### config.mk
export PLATFORM = sky130hd
export DESIGN_NAME = wpt_phase_ctrl
export DESIGN_NICKNAME = d
export VERILOG_FILES = /design/src/core/wpt_pkg.sv /design/src/core/wpt_ask_dec.sv /design/src/core/wpt_fsk_gen.sv /design/src/core/wpt_phase_ctrl.sv
export SDC_FILE = /design/constraint.sdc
export NUM_CORES = 1
export LEC_CHECK = 0
export ABC_AREA = 1
export BUFFER_PORTS_ARGS = -buffer_cell sky130_fd_sc_hd__buf_2
export CAP_MARGIN = 10
export CORE_ASPECT_RATIO = 0.9
export CORE_MARGIN = 2
export CORE_UTILIZATION = 25
export DETAILED_ROUTE_END_ITERATION = 10
export PLACE_DENSITY = 0.41
export SLEW_MARGIN = 20
export SYNTH_ARGS = -nofsm -noshare
export SYNTH_HDL_FRONTEND = slang
export SYNTH_SLANG_ARGS = --single-unit
### constraint.sdc
create_clock -name clock -period 1.9 [get_ports clock]
set_input_delay 0.285 -clock clock [delete_from_list [all_inputs] [get_ports clock]]
set_output_delay 0.285 -clock clock [all_outputs]
set_load 0.05 [all_outputs]
### src/core/wpt_pkg.sv
// shared constants and carriers for the wireless power phase controller
package wpt_pkg;
	// 20 MHz system clock
	localparam int CLK_HZ = 20000000;
	// receiver bit rate on the amplitude link, bits per second
	localparam int ASK_BPS = 2000;
	localparam int BIT_CYC = CLK_HZ / ASK_BPS;
	// a half bit is the narrow transition spacing
	localparam int HALF_CYC = BIT_CYC / 2;
	// narrow versus wide transition threshold, three quarters of a bit
	localparam int WIDE_CYC = (BIT_CYC * 3) / 4;
	// gap with no transition that aborts a byte, two bits
	localparam int IDLE_CYC = BIT_CYC * 2;
	localparam int CNT_W = 16;
	// ping period in milliseconds and in cycles
	localparam int PING_MS = 500;
	localparam int PING_CYC = (CLK_HZ / 1000) * PING_MS;
	// time a digital ping waits for signal strength, milliseconds
	localparam int PING_WAIT_MS = 70;
	localparam int PING_WAIT_CYC = (CLK_HZ / 1000) * PING_WAIT_MS;
	// time without a control error or received power packet before power is removed, milliseconds
	localparam int PKT_TMO_MS = 1800;
	localparam int PKT_TMO_CYC = (CLK_HZ / 1000) * PKT_TMO_MS;
	localparam int TMR_W = 26;
	// packet headers
	localparam logic [7:0] HDR_SIG = 8'h01;
	localparam logic [7:0] HDR_EPT = 8'h02;
	localparam logic [7:0] HDR_CEP = 8'h03;
	localparam logic [7:0] HDR_RPP = 8'h04;
	localparam logic [7:0] HDR_CFG = 8'h51;
	// pwm duty ratio
	localparam int DUTY_W = 8;
	localparam logic [7:0] DUTY_RST = 8'h40;
	localparam logic [7:0] DUTY_MAX = 8'hff;
	// duty cap when the supply is a 5 V source, baseline 5 W profile
	localparam logic [7:0] DUTY_BPP_MAX = 8'h80;
	localparam logic [7:0] DUTY_STEP = 8'h04;
	// fixed operating frequency 127.7 kHz as a carrier period
	localparam int OP_FREQ_HZ = 127700;
	localparam int OP_CYC = CLK_HZ / OP_FREQ_HZ;
	localparam int FSK_DELTA = 2;
	// source classes
	localparam logic [2:0] SRC_SDP = 3'h0;
	localparam logic [2:0] SRC_CDP = 3'h1;
	localparam logic [2:0] SRC_DCP = 3'h2;
	localparam logic [2:0] SRC_ADP = 3'h3;

	typedef enum logic [4:0] {
		ST_SELECT = 5'h01,
		ST_PING = 5'h02,
		ST_IDCFG = 5'h04,
		ST_XFER = 5'h08,
		ST_STOP = 5'h10
	} wpt_phase_e;

	// one decoded byte from the amplitude link
	typedef struct packed {
		logic valid;
		logic perr;
		logic [7:0] data;
	} wpt_byte_s;

	// power stage commands
	typedef struct packed {
		logic power_on;
		logic measure;
		logic [7:0] duty;
	} wpt_drive_s;
endpackage

### src/core/wpt_ask_dec.sv
// bi-phase bit and byte decoder for the receiver amplitude link
`timescale 1ns/1ns
module wpt_ask_dec (
	input wire logic clock,
	input wire logic rst_n,
	input wire logic ask_in,
	output wpt_pkg::wpt_byte_s byte_out
);
	logic ask_d_ff;
	logic [wpt_pkg::CNT_W-1:0] gap_ff;
	logic half_ff;
	logic [3:0] nbit_ff;
	logic [9:0] sh_ff;
	logic busy_ff;
	wpt_pkg::wpt_byte_s out_ff;

	// edge and width classification
	wire edge_w = ask_in ^ ask_d_ff;
	wire wide_w = gap_ff >= wpt_pkg::CNT_W'(wpt_pkg::WIDE_CYC);
	wire idle_w = gap_ff >= wpt_pkg::CNT_W'(wpt_pkg::IDLE_CYC);
	// a zero is a wide gap, a one is the second narrow gap
	wire bit_done_w = edge_w & (wide_w | half_ff);
	wire bit_val_w = ~wide_w;
	// start bit must be zero; frame complete after 11 bits
	wire frame_w = bit_done_w & busy_ff & (nbit_ff == 4'ha);
	// odd parity: data and parity together hold an odd count of ones
	wire par_ok_w = ^sh_ff[9:1];
	wire stop_ok_w = bit_val_w;

	assign byte_out = out_ff;

	// transition timer
	always_ff @(posedge clock or negedge rst_n) begin
		if (!rst_n) begin
			ask_d_ff <= 1'b0;
			gap_ff <= '0;
		end else begin
			ask_d_ff <= ask_in;
			gap_ff <= edge_w ? '0 : (idle_w ? gap_ff : gap_ff + 1'b1);
		end
	end

	always_ff @(posedge clock or negedge rst_n) begin
		if (!rst_n) begin
			half_ff <= 1'b0;
		end else if (edge_w) begin
			half_ff <= ~wide_w & ~half_ff;
		end else if (idle_w) begin
			half_ff <= 1'b0;
		end
	end

	always_ff @(posedge clock or negedge rst_n) begin
		if (!rst_n) begin
			nbit_ff <= '0;
			sh_ff <= '0;
			busy_ff <= 1'b0;
			out_ff <= '0;
		end else begin
			out_ff.valid <= 1'b0;
			if (idle_w) begin
				busy_ff <= 1'b0;
			end else if (bit_done_w & ~busy_ff) begin
				// only a zero can start a byte
				busy_ff <= ~bit_val_w;
				nbit_ff <= 4'h1;
			end else if (frame_w) begin
				busy_ff <= 1'b0;
				out_ff.valid <= stop_ok_w;
				out_ff.perr <= ~par_ok_w;
				out_ff.data <= sh_ff[8:1];
			end else if (bit_done_w) begin
				// lsb first into the shifter; nine shifts leave data at
				// bits 8..1 and parity at bit 9
				sh_ff <= {bit_val_w, sh_ff[9:1]};
				nbit_ff <= nbit_ff + 4'h1;
			end
		end
	end
endmodule

### src/core/wpt_fsk_gen.sv
// fixed-frequency carrier with frequency shift for replies
`timescale 1ns/1ns
module wpt_fsk_gen (
	input wire logic clock,
	input wire logic rst_n,
	input wire logic run,
	input wire logic shift,
	output logic carrier
);
	logic [7:0] cnt_ff;
	logic car_ff;

	// shifted period is a little longer than the nominal one
	wire [7:0] per_w = shift ? 8'(wpt_pkg::OP_CYC + wpt_pkg::FSK_DELTA)
		: 8'(wpt_pkg::OP_CYC);
	wire half_w = cnt_ff >= {1'b0, per_w[7:1]};

	assign carrier = car_ff;

	always_ff @(posedge clock or negedge rst_n) begin
		if (!rst_n) begin
			cnt_ff <= '0;
			car_ff <= 1'b0;
		end else if (!run) begin
			cnt_ff <= '0;
			car_ff <= 1'b0;
		end else begin
			cnt_ff <= (cnt_ff >= per_w - 8'h01) ? 8'h00 : cnt_ff + 8'h01;
			car_ff <= half_w;
		end
	end
endmodule

### src/core/wpt_phase_ctrl.sv
// phase sequencer and power control of the wireless power transmitter
`timescale 1ns/1ns
module wpt_phase_ctrl #(
	parameter int PING_CYC = wpt_pkg::PING_CYC,
	parameter int PING_WAIT_CYC = wpt_pkg::PING_WAIT_CYC,
	parameter int PKT_TMO_CYC = wpt_pkg::PKT_TMO_CYC
) (
	input wire logic clock,
	input wire logic rst_n,
	input wire logic ask_in,
	input wire logic object_seen,
	input wire logic fault,
	input wire logic [2:0] src_class,
	input wire logic src_5v_only,
	output logic measure_en,
	output logic power_en,
	output logic carrier,
	output logic pwm_out,
	output logic [4:0] phase,
	output logic bpp_mode,
	output logic [7:0] duty,
	output logic [7:0] rx_byte,
	output logic rx_valid
);
	wpt_pkg::wpt_byte_s rx_w;
	wpt_pkg::wpt_phase_e st_ff;
	wpt_pkg::wpt_phase_e nxt_st;
	logic [wpt_pkg::TMR_W-1:0] tmr_ff;
	logic [wpt_pkg::TMR_W-1:0] nxt_tmr;
	logic hdr_ff;
	logic [7:0] hdr_val_ff;
	logic cfg_ok_ff;
	logic bpp_ff;
	logic [7:0] duty_ff;
	logic [7:0] pwm_cnt_ff;
	logic pwm_ff;
	logic fsk_ff;
	logic [7:0] rxb_ff;
	logic rxv_ff;
	wpt_pkg::wpt_drive_s drv_w;

	// receiver bytes arrive by amplitude keying
	// decoder tracks the fixed receiver bit rate
	wpt_ask_dec u_dec (
		.clock(clock),
		.rst_n(rst_n),
		.ask_in(ask_in),
		.byte_out(rx_w)
	);

	// carrier for the power stage; fsk_ff holds shift low, so no frequency shift replies are sent
	wpt_fsk_gen u_fsk (
		.clock(clock),
		.rst_n(rst_n),
		.run(drv_w.power_on),
		.shift(fsk_ff),
		.carrier(carrier)
	);

	// packet byte decoding: first good byte is header, second is payload
	wire good_w = rx_w.valid & ~rx_w.perr;
	wire pay_w = good_w & hdr_ff;
	wire is_sig_w = pay_w & (hdr_val_ff == wpt_pkg::HDR_SIG);
	wire is_cfg_w = pay_w & (hdr_val_ff == wpt_pkg::HDR_CFG);
	wire is_cep_w = pay_w & (hdr_val_ff == wpt_pkg::HDR_CEP);
	wire is_rpp_w = pay_w & (hdr_val_ff == wpt_pkg::HDR_RPP);
	wire is_ept_w = pay_w & (hdr_val_ff == wpt_pkg::HDR_EPT);
	wire tmr_out_w = tmr_ff == '0;
	wire in_xfer_w = st_ff == wpt_pkg::ST_XFER;
	// control error is a signed byte: positive asks for more power
	wire cep_up_w = is_cep_w & ~rx_w.data[7] & (rx_w.data != 8'h00);
	wire cep_dn_w = is_cep_w & rx_w.data[7];

	// a 5 V source forces the baseline profile
	wire bpp_now_w = src_5v_only | (src_class == wpt_pkg::SRC_SDP)
		| (src_class == wpt_pkg::SRC_CDP);
	wire [7:0] cap_w = bpp_ff ? wpt_pkg::DUTY_BPP_MAX : wpt_pkg::DUTY_MAX;

	// power stage gated by phase, not frequency
	assign drv_w.measure = st_ff == wpt_pkg::ST_SELECT;
	assign drv_w.power_on = (st_ff == wpt_pkg::ST_PING)
		| (st_ff == wpt_pkg::ST_IDCFG) | in_xfer_w;
	assign drv_w.duty = duty_ff;

	assign measure_en = drv_w.measure;
	assign power_en = drv_w.power_on;
	assign pwm_out = pwm_ff;
	assign phase = st_ff;
	assign bpp_mode = bpp_ff;
	assign duty = duty_ff;
	assign rx_byte = rxb_ff;
	assign rx_valid = rxv_ff;

	always_comb begin
		nxt_st = st_ff;
		nxt_tmr = tmr_out_w ? tmr_ff : tmr_ff - 1'b1;
		case (st_ff)
			wpt_pkg::ST_SELECT: begin
				if (object_seen | tmr_out_w) begin
					nxt_st = wpt_pkg::ST_PING;
					nxt_tmr = wpt_pkg::TMR_W'(PING_WAIT_CYC);
				end
			end
			wpt_pkg::ST_PING: begin
				// signal strength accepted, power kept on
				if (is_sig_w) begin
					nxt_st = wpt_pkg::ST_IDCFG;
					nxt_tmr = wpt_pkg::TMR_W'(PKT_TMO_CYC);
				end else if (tmr_out_w) begin
					nxt_st = wpt_pkg::ST_STOP;
				end
			end
			wpt_pkg::ST_IDCFG: begin
				if (cfg_ok_ff) begin
					nxt_st = wpt_pkg::ST_XFER;
					nxt_tmr = wpt_pkg::TMR_W'(PKT_TMO_CYC);
				end else if (tmr_out_w | is_ept_w) begin
					nxt_st = wpt_pkg::ST_STOP;
				end
			end
			wpt_pkg::ST_XFER: begin
				// a control error or received power packet keeps the link alive
				if (is_ept_w | tmr_out_w) begin
					nxt_st = wpt_pkg::ST_STOP;
				end else if (is_cep_w | is_rpp_w) begin
					nxt_tmr = wpt_pkg::TMR_W'(PKT_TMO_CYC);
				end
			end
			wpt_pkg::ST_STOP: begin
				nxt_st = wpt_pkg::ST_SELECT;
				nxt_tmr = wpt_pkg::TMR_W'(PING_CYC);
			end
			default: begin
				nxt_st = wpt_pkg::ST_STOP;
			end
		endcase
		// fault halts power at once
		// only while power is driven, so stop always drains to standby
		if (fault & drv_w.power_on) begin
			nxt_st = wpt_pkg::ST_STOP;
		end
	end

	// phase register and shared timer
	always_ff @(posedge clock or negedge rst_n) begin
		if (!rst_n) begin
			st_ff <= wpt_pkg::ST_SELECT;
			tmr_ff <= '0;
		end else begin
			st_ff <= nxt_st;
			tmr_ff <= nxt_tmr;
		end
	end

	// header tracking; a byte with a parity error resynchronises to the next header
	always_ff @(posedge clock or negedge rst_n) begin
		if (!rst_n) begin
			hdr_ff <= 1'b0;
			hdr_val_ff <= '0;
			rxb_ff <= '0;
			rxv_ff <= 1'b0;
		end else begin
			rxv_ff <= good_w;
			if (good_w) begin
				rxb_ff <= rx_w.data;
			end
			if (rx_w.valid & rx_w.perr) begin
				hdr_ff <= 1'b0;
			end else if (good_w) begin
				hdr_ff <= ~hdr_ff;
				hdr_val_ff <= hdr_ff ? hdr_val_ff : rx_w.data;
			end
		end
	end

	// baseline transmitter never acknowledges, so fsk stays off
	always_ff @(posedge clock or negedge rst_n) begin
		if (!rst_n) begin
			cfg_ok_ff <= 1'b0;
			bpp_ff <= 1'b1;
			fsk_ff <= 1'b0;
		end else begin
			fsk_ff <= 1'b0;
			if (st_ff != wpt_pkg::ST_IDCFG) begin
				cfg_ok_ff <= 1'b0;
			end else if (is_cfg_w) begin
				cfg_ok_ff <= 1'b1;
			end
			if (st_ff == wpt_pkg::ST_SELECT) begin
				bpp_ff <= bpp_now_w;
			end
		end
	end

	// duty steps with requests, capped by mode
	always_ff @(posedge clock or negedge rst_n) begin
		if (!rst_n) begin
			duty_ff <= wpt_pkg::DUTY_RST;
		end else if (!in_xfer_w) begin
			duty_ff <= wpt_pkg::DUTY_RST;
		end else if (cep_up_w) begin
			duty_ff <= (duty_ff >= cap_w - wpt_pkg::DUTY_STEP) ? cap_w
				: duty_ff + wpt_pkg::DUTY_STEP;
		end else if (cep_dn_w) begin
			duty_ff <= (duty_ff <= wpt_pkg::DUTY_STEP) ? 8'h00
				: duty_ff - wpt_pkg::DUTY_STEP;
		end
	end

	always_ff @(posedge clock or negedge rst_n) begin
		if (!rst_n) begin
			pwm_cnt_ff <= '0;
			pwm_ff <= 1'b0;
		end else begin
			pwm_cnt_ff <= pwm_cnt_ff + 8'h01;
			pwm_ff <= drv_w.power_on & (pwm_cnt_ff < duty_ff);
		end
	end
endmodule

* Yosys cells after proc, flatten, opt, wreduce, memory -nomap -nowiden *
Index checks and enable logic that the tools add are counted.

word-level totals
  register bits after elaboration = 120

cells by class
  bitwise gates (word level) = 38
  equal/unequal tests = 18
  order comparisons = 7
  multiplexer cells = 40
  reduce and logical (&&, ||, !) cells = 14
  add/subtract/negate cells = 8

operators with widths
  operator                                               number
  2-to-1 mux 26 bit                                      6
  case mux 26 bit (5 select lines)                       1
  2-to-1 mux 8 bit                                       7
  2-to-1 mux 16 bit                                      2
  2-to-1 mux 10 bit                                      3
  2-to-1 mux 5 bit                                       6
  zero test 26 bit                                       1
  subtractor 26 x 1 -> 26 bit, second input constant     1
  case mux 5 bit (5 select lines)                        1
  bitwise AND 1 bit                                      18
  adder 16 x 1 -> 16 bit, second input constant          1
  adder 8 x 1 -> 8 bit, second input constant            2
  equality test 8 x 2 -> 1 bit, second input constant    2
  >= comparator 16 x 13 -> 1 bit, second input constant  1
  >= comparator 16 x 15 -> 1 bit, second input constant  1
  subtractor 8 x 3 -> 8 bit, second input constant       2
  2-to-1 mux 4 bit                                       3
  NOT 1 bit                                              11
  2-to-1 mux 1 bit                                       10
  AND reduction 3 bit                                    3
  XOR reduction 9 bit                                    1
  adder 8 x 3 -> 8 bit, second input constant            1
  equality test 8 x 1 -> 1 bit, second input constant    1
  equality test 8 x 3 -> 1 bit, second input constant    1
  28 further kinds                                       39

* Logic depth before layout (Yosys ltp) *
Gate-level depths: netlist of run 1.

  word-level depth = 9
  mapped depth = 13
  gate-level depth less buffers = 13

* Cells and area by module *
A second synthesis of run 1 with hierarchy kept.

unflattened totals
  cell total of the unflattened synthesis = 924
  area total of the unflattened synthesis = 7036.7 um^2

by module, submodules not included
  module          area an instance (um^2)  cells each  instances  seq. area each (um^2)
  wpt_phase_ctrl  4082.7                   539         1          1680.4
  wpt_ask_dec     2407.3                   310         1          1051.0
  wpt_fsk_gen     546.8                    75          1          225.2

* Worst setup path before layout of run 1 *
Ideal clock, no wire load.

  path kind = register -> register
  start point = reg st_ff[3] (netlist: phase[3])
  end point = reg tmr_ff[15] in the netlist's numbering
  library setup time = 127 ps
  data required time = 1773 ps
  data arrival time = 2037 ps
  stages on the path, launching flop included = 11
  period minus slack after synthesis = 2164 ps
  setup slack = -264 ps
  cell sequence = dfrtp_1 > nor2_1 > nand2_1 > nor3_4 > nor2_2 > nand2_2 > nand2_2 > inv_2 > nand3_1 > nand2_1 > nand2_1

between the ends
  cells in the longest elaborated chain, start to end = 2

ends and longest elaborated chain
  element                           line                   RTL
  from (decl)                       wpt_phase_ctrl.sv:26   wpt_pkg::wpt_phase_e st_ff;
  from (signal assigned)            wpt_phase_ctrl.sv:147  st_ff <= wpt_pkg::ST_SELECT;
  from (signal assigned)            wpt_phase_ctrl.sv:150  st_ff <= nxt_st;
  equality test 5 x 1 -> 1 bit      n/a
  via measure_en                    wpt_phase_ctrl.sv:15   output logic measure_en,
  case mux 26 bit (5 select lines)  wpt_phase_ctrl.sv:97   case (st_ff)
  via nxt_tmr, one bit              wpt_phase_ctrl.sv:29   logic [wpt_pkg::TMR_W-1:0] nxt_tmr;
  to (signal assigned)              wpt_phase_ctrl.sv:151  tmr_ff <= nxt_tmr;
  to (decl)                         wpt_phase_ctrl.sv:28   logic [wpt_pkg::TMR_W-1:0] tmr_ff;

The timed path passes the listed nets, and every way through them passes these cells.
A chain may end at the register's enable or synchronous reset.

* Final worst setup path of run 1 *
  start point = reg st_ff[0] (netlist: phase[0])
  end point = out power_en

between the ends
  cells in the longest elaborated chain, start to end = 3

ends and longest elaborated chain
  element                                                                              line                                        RTL
  equality test 5 x 2 -> 1 bit / equality test 5 x 3 -> 1 bit (equally long branches)  wpt_phase_ctrl.sv:81, wpt_phase_ctrl.sv:82
  bitwise OR 1 bit                                                                     wpt_phase_ctrl.sv:82                        | (st_ff == wpt_pkg::ST_IDCFG) | in_xfer_w;
  bitwise OR 1 bit *                                                                   wpt_phase_ctrl.sv:82
  to (decl)                                                                            wpt_phase_ctrl.sv:16                        output logic power_en,

Every way passes the cells marked *; elsewhere a longest branch is shown, timed or not.

==> results.json, run 1 <==
{
  "drv_slew": 0,
  "share_comb_of_total_power_pct": 34.5,
  "wirelength_mm": 17.8,
  "htreeDepth": 4,
  "die_y_um": 162,
  "dieArea_sq_um": 29000,
  "powerDensity_nw_per_um2": 1170,
  "min_path_cells": 3,
  "place_congestion": 0.836,
  "reg2reg_to": "tmr_ff[13]",
  "cts_tree": "built",
  "ys_seq_area_share_pct": 42.8,
  "ys_warn_count": 0,
  "p_seq_share_pct": 32.5,
  "ys_seq_elements": 118,
  "diodes": 0,
  "cp.required_ns": 1.62,
  "hold_viol_final": 0,
  "timing.rr.start": "tmr_ff[0]",
  "synth-simple-area-share_pct": 32.9,
  "grt_max_degree": 48,
  "viasPerCell": 4.36,
  "ant_nets": 0,
  "hp-class": "in -> reg",
  "syn_nets": 923,
  "n_fill_cell": 2900,
  "tns_ns": 0,
  "dr.max_layer_used": "met4",
  "wl_met2_mm": 7.47,
  "wl_per_cell_um": 12.9,
  "whs_endpoint": "bpp_mode",
  "fin_cells": 1374,
  "clk_pin_slew_worst_paths_ns": 0.06,
  "setup_viol": 0,
  "synth_top_family_by_area": "simple AND/OR/NAND/NOR gates",
  "fmax_ghz": 0.546,
  "worstSetupStartpoint": "phase[0]",
  "fin_skew_ns": 0.0139,
  "ir_drop_mv": 0.644,
  "die_width_um": 179,
  "p_leak_nw": 4.35,
  "end_kind": "primary output",
  "relSlewSlack_pct": 62.9,
  "fin_nets": 1037,
  "wl_met3_um": 493,
  "row_count": 57,
  "timing.final.ws_setup_ns": 0.0678,
  "hp-start": "src_5v_only",
  "pre_cts_ws_ns": 0.0193,
  "drt_iter0_markers": 266,
  "pin_count": 36,
  "grt_pass1_wl_mm": 30.6,
  "final_common_cell": "nand2_1",
  "drive_above_1_share_pct": 21.9,
  "core_area_sq_um": 27100,
  "p_switching_mw": 3.83,
  "finalCritPeriodShare_pct": 96.4,
  "syn_avg_cell_area_sq_um": 7.74,
  "start_util_pct": 25.5,
  "cts_buffers": 17,
  "crit_path_max_fanout": 4,
  "grtUsageTotal_pct": 13.3,
  "route.vias.total": 5995,
  "syn2layout_area_growth_pct": 27.5,
  "syn_inst": 893,
  "drv_cap": 0,
  "synth-edff-count": 0,
  "cp-start-kind": "flip-flop",
  "synthMuxAreaShare_pct": 0,
  "grt_pass1_vias": 5975,
  "worstMarginPinSlew_ns": 0.552,
  "place_inst": 1333,
  "worstPathArrival_ns": 1.55,
  "insertion_delay_ns": 0.43,
  "p_sw_share_pct": 37.3,
  "grt-ovfl-total": 0,
  "clockBufferDepth": 2,
  "clkPwrFrac_pct": 33.1,
  "dp_hpwl_mm": 13.5,
  "cts.sinks": 118,
  "cts-root-buf": "clkbuf_16",
  "synth-xor-area-share_pct": 6.06,
  "first_pass_iters": 5,
  "antenna_found_initial": 0,
  "r2r_setup_slack_ns": 0.13,
  "power_mw": 10.3,
  "synthAdderAreaFrac_pct": 3.80,
  "outcome": "complete, no violations",
  "yosysUniqueCellTypes": 45,
  "io_buffer_count": 34,
  "holdWs_ns": 0.116,
  "r2r_cells": 8,
  "ys.flop_type": "dfrtp_1",
  "synth_area_sq_um": 6920,
  "async_reset_ff_share_pct": 100,
  "worstSetupPathType": "reg -> out",
  "drc": 0,
  "min_period_ns": 1.83,
  "synth_compound_area_share_pct": 7.16,
  "m1WireLength_mm": 9.58,
  "p_int_mw": 6.44,
  "mostFrequentLayoutCells": "nand2_1, dfrtp_1, nor2_1"
}
-- Yosys cell counts, types with 3 or more instances --
| library cell | instances | area, sq um |
|---|---|---|
| inv_1 | 101 | 379 |
| nand2_1 | 222 | 833 |
| o21ai_2 | 8 | 70.1 |
| clkbuf_1 | 3 | 11.3 |
| a21oi_1 | 17 | 85.1 |
| inv_2 | 6 | 22.5 |
| nor2_2 | 10 | 62.6 |
| nor3b_1 | 3 | 22.5 |
| o21ai_0 | 51 | 255 |
| nor2_1 | 110 | 413 |
| buf_4 | 3 | 22.5 |
| dfstp_2 | 3 | 78.8 |
| xnor2_1 | 12 | 105 |
| xor2_1 | 34 | 298 |
| ha_1 | 21 | 263 |
| nand2_2 | 9 | 56.3 |
| nand3_1 | 80 | 400 |
| nand3_2 | 3 | 30.0 |
| nor3_1 | 19 | 95.1 |
| dfrtp_1 | 115 | 2880 |
| nand4_1 | 27 | 169 |
-- worst max path at each step --
stage,to,slack (ns),cells past startpoint
finish,power_en,0.07,4
global route,power_en,-0.002,4
CTS,tmr_ff[12],0.003,10
detailed placement,tmr_ff[12],0.02,12
global placement,tmr_ff[12],0.04,12
floorplan,tmr_ff[15],-0.16,10
-- power groups by stage --
stage	Sequential, mW	Clock [mW]	Combinational (mW)
finish	3.34	3.40	3.54
global route	3.40	3.61	4.00
CTS	3.33	3.50	3.48
detailed placement	3.36	0	3.37
global placement	3.37	0	3.40
floorplan	3.42	0	2.11
-- repair_timing --
action / CTS / global route
endpoints found under the setup margin: 3 / 39
hold buffers: 2 / 0
cloned: 0 / 0
pin swaps: 4 / 9
hold endpoints to repair: 42 / 0
setup buffers: 5 / 3
gates resized for setup: 12 / 28
-- sequential cells by signal (all words and copies together), names as in the netlist, 4 cells and up --
name and flops:
u_fsk.cnt_ff 8, u_dec.byte_out 10, hdr_val_ff 8, phase 5, rx_byte 8, duty 7
u_dec.sh_ff 9, u_dec.nbit_ff 4, tmr_ff 26, u_dec.gap_ff 16, pwm_cnt_ff 8
-- final cells by class --
class | count | area, sq um | area share, %
Tap cell | 354 | 443 | 5.02
Timing Repair Buffer | 106 | 779 | 8.84
Clock inverter | 14 | 173 | 1.96
Multi-Input combinational cell | 653 | 3590 | 40.8
Inverter | 111 | 427 | 4.84
Sequential cell | 118 | 2960 | 33.6
Clock buffer | 18 | 439 | 4.98
-- through the flow --
| step | util [%] | instance area, sq um |
|---|---|---|
| global placement | 29.4 | 7970 |
| global route | 32.5 | 8820 |
| CTS | 32.0 | 8680 |
| floorplan | - | 6940 |
| finish | 32.5 | 8820 |
| detailed placement | 29.4 | 7970 |
-- critical path, stage by stage (launching register included) --
cell and delay, ns:
dfstp_2 0.56, inv_1 0.08, nand4_1 0.16, nand3_4 0.14, buf_8 0.18
-- kinds of logic (layout without fill, tap and decap cells) --
| logic type | Yosys count | after routing |
|---|---|---|
| AND/OR/NAND/NOR | 500 | 500 |
| buffers and inverters | 122 | 249 |
| flip-flops | 118 | 118 |
| AO/OA/AOI/OAI | 85 | 85 |
| XOR/XNOR | 47 | 47 |
| adder cells (fa/ha/maj) | 21 | 21 |
-- routing by layer --
layer	global-route usage [%]	up-vias
met2	19.1	56
met1	19.7	2815
li1	-	3107
met5	0	-
met4	3.78	0
met3	3.23	17
No activity file was read; power rests on OpenSTA's default activity.
==> inputs of run 2 (changes only) <==
Settings changed: BUFFER_PORTS_ARGS -buffer_cell sky130_fd_sc_hd__buf_2 to unset, CAP_MARGIN 10 to unset, CORE_ASPECT_RATIO 0.9 to unset, DONT_BUFFER_PORTS set to 1, PLACE_DENSITY 0.41 to 0.4.
==> results.json, run 2 (synthesis results as in run 1) <==
{
  "r2r_setup_slack_ns": 0.10,
  "insertion_delay_ns": 0.42,
  "holdBufCountCts": 1,
  "p_leak_nw": 4.22,
  "p_int_mw": 6.62,
  "violations": "negative hold slack",
  "ir_drop_mv": 0.482,
  "dieArea_sq_um": 29000,
  "grt_max_degree": 119,
  "place_congestion": 0.817,
  "grt-ovfl-total": 0,
  "p_sw_share_pct": 35.7,
  "grtUsageTotal_pct": 13.4,
  "largest_reg_flops": 26,
  "clockBufferDepth": 2,
  "cp-start-kind": "flip-flop",
  "place_inst": 1292,
  "row_count": 60,
  "final_common_cell": "nand2_1",
  "p_switching_mw": 3.67,
  "fin_nets": 1007,
  "grt_pass1_wl_mm": 30.4,
  "diodes": 0,
  "relSlewSlack_pct": 66.4,
  "cts_tree": "built",
  "r2r_cells": 13,
  "io_buffer_count": 0,
  "first_pass_iters": 4,
  "drc": 0,
  "tns_ns": 0,
  "die_y_um": 170,
  "crit_path_max_fanout": 4,
  "clk_pin_slew_worst_paths_ns": 0.06,
  "cts-root-buf": "clkbuf_16",
  "drv_cap": 0,
  "drt_iter0_markers": 279,
  "outcome": "finished with violations",
  "mostFrequentLayoutCells": "nand2_1, dfrtp_1, nor2_1",
  "core_area_sq_um": 27000,
  "syn2layout_area_growth_pct": 25.1,
  "cts_buffers": 17,
  "worstSetupPathType": "reg -> out",
  "hold_viol_final": 118,
  "cp.required_ns": 1.62,
  "start_util_pct": 25.6,
  "pin_count": 36,
  "end_kind": "primary output",
  "finalCritPeriodShare_pct": 96.1,
  "htreeDepth": 4,
  "powerDensity_nw_per_um2": 1190,
  "drive_above_1_share_pct": 19.5,
  "dp_hpwl_mm": 13.3,
  "timing.rr.start": "tmr_ff[0]",
  "die_width_um": 170,
  "worstSetupStartpoint": "phase[0]",
  "fmax_ghz": 0.547,
  "rsz0062_at_grt": "true",
  "viasPerCell": 4.37,
  "clkPwrFrac_pct": 34.1,
  "p_seq_share_pct": 32.2,
  "wirelength_mm": 18.3,
  "fin_cells": 1331,
  "ant_nets": 0,
  "hp-class": "in -> async",
  "cts.sinks": 118,
  "setup_viol": 0,
  "worstPathArrival_ns": 1.54,
  "route.vias.total": 5822,
  "worstMarginPinSlew_ns": 0.504,
  "drv_slew": 0,
  "largest-register": "tmr_ff",
  "antenna_found_initial": 0,
  "fin_skew_ns": 0.0142,
  "grt_pass1_vias": 5815,
  "min_period_ns": 1.83,
  "wl_per_cell_um": 13.7,
  "share_comb_of_total_power_pct": 33.7,
  "power_mw": 10.3,
  "holdWs_ns": -0.444,
  "reg2reg_to": "tmr_ff[1]"
}
run 2: changes by cell type in the layout (fill, tap and decap cells not counted), sizes merged:
cell and change:
buf -29, clkinv +2, dlygate4sd3 -1, bufinv +1, inv -4, clkbuf +6, clkinvlp -5
run 2: per-layer routing:
layer  track usage [%]  part of all wire, %  vias to the layer above
met5                 0                    0                        -
met4              4.01                  1.2                        0
met3              3.09                  2.9                       11
met2              20.4                   44                       57
met1              18.8                   52                     2715
li1                  -                    -                     3039
run 2: power groups by stage:
stage	Combinational, mW	Clock, mW	Sequential, mW
4_1_cts	3.34	3.60	3.30
2_1_floorplan	2.11	0	3.42
3_3_place_gp	3.29	0	3.35
6_report	3.46	3.51	3.31
3_5_place_dp	3.29	0	3.34
5_1_grt	3.97	3.72	3.37
run 2: per-stage QoR:
step,utilization (%),cell area [sq um],hold WS (ns),setup WS (ns)
4_1_cts,31.4,8490,-0.459,0.00425
3_5_place_dp,28.9,7810,-0.00572,0.0223
5_1_grt,32.0,8650,-0.473,-0.0252
3_3_place_gp,28.9,7810,-0.00664,0.0303
2_1_floorplan,-,6940,-0.0106,-0.155
6_report,32.0,8650,-0.444,0.0735
run 2: critical path: stages, from the launching register on:
cell	delay, ns
dfstp_2	0.56
inv_1	0.08
nand4_1	0.18
nand3_4	0.13
buf_8	0.17
run 2: cell type report:
class                      count  area, sq um
inverter                     111          427
fill                        2896        18400
clock buffer                  24          492
multi-input combinational    653         3590
sequential                   118         2960
timing repair buffer          76          608
tap                          341          427
clock inverter                 8          144
run 2: how the worst max path moves through the flow:
stage                       to  cells after the start  slack (ns)
finish                power_en                      4        0.07
CTS                   power_en                      4       0.004
floorplan           tmr_ff[15]                     10       -0.16
global route        tmr_ff[13]                     12       -0.03
detailed placement  tmr_ff[12]                     12        0.02
global placement    tmr_ff[12]                     12        0.03
run 2: timing repair:
item,CTS,global route
setup endpoints to repair,3,40
pin swaps,2,7
hold endpoints to repair,119,118
gates resized for setup,4,33
cloned,0,0
buffers inserted,1,5
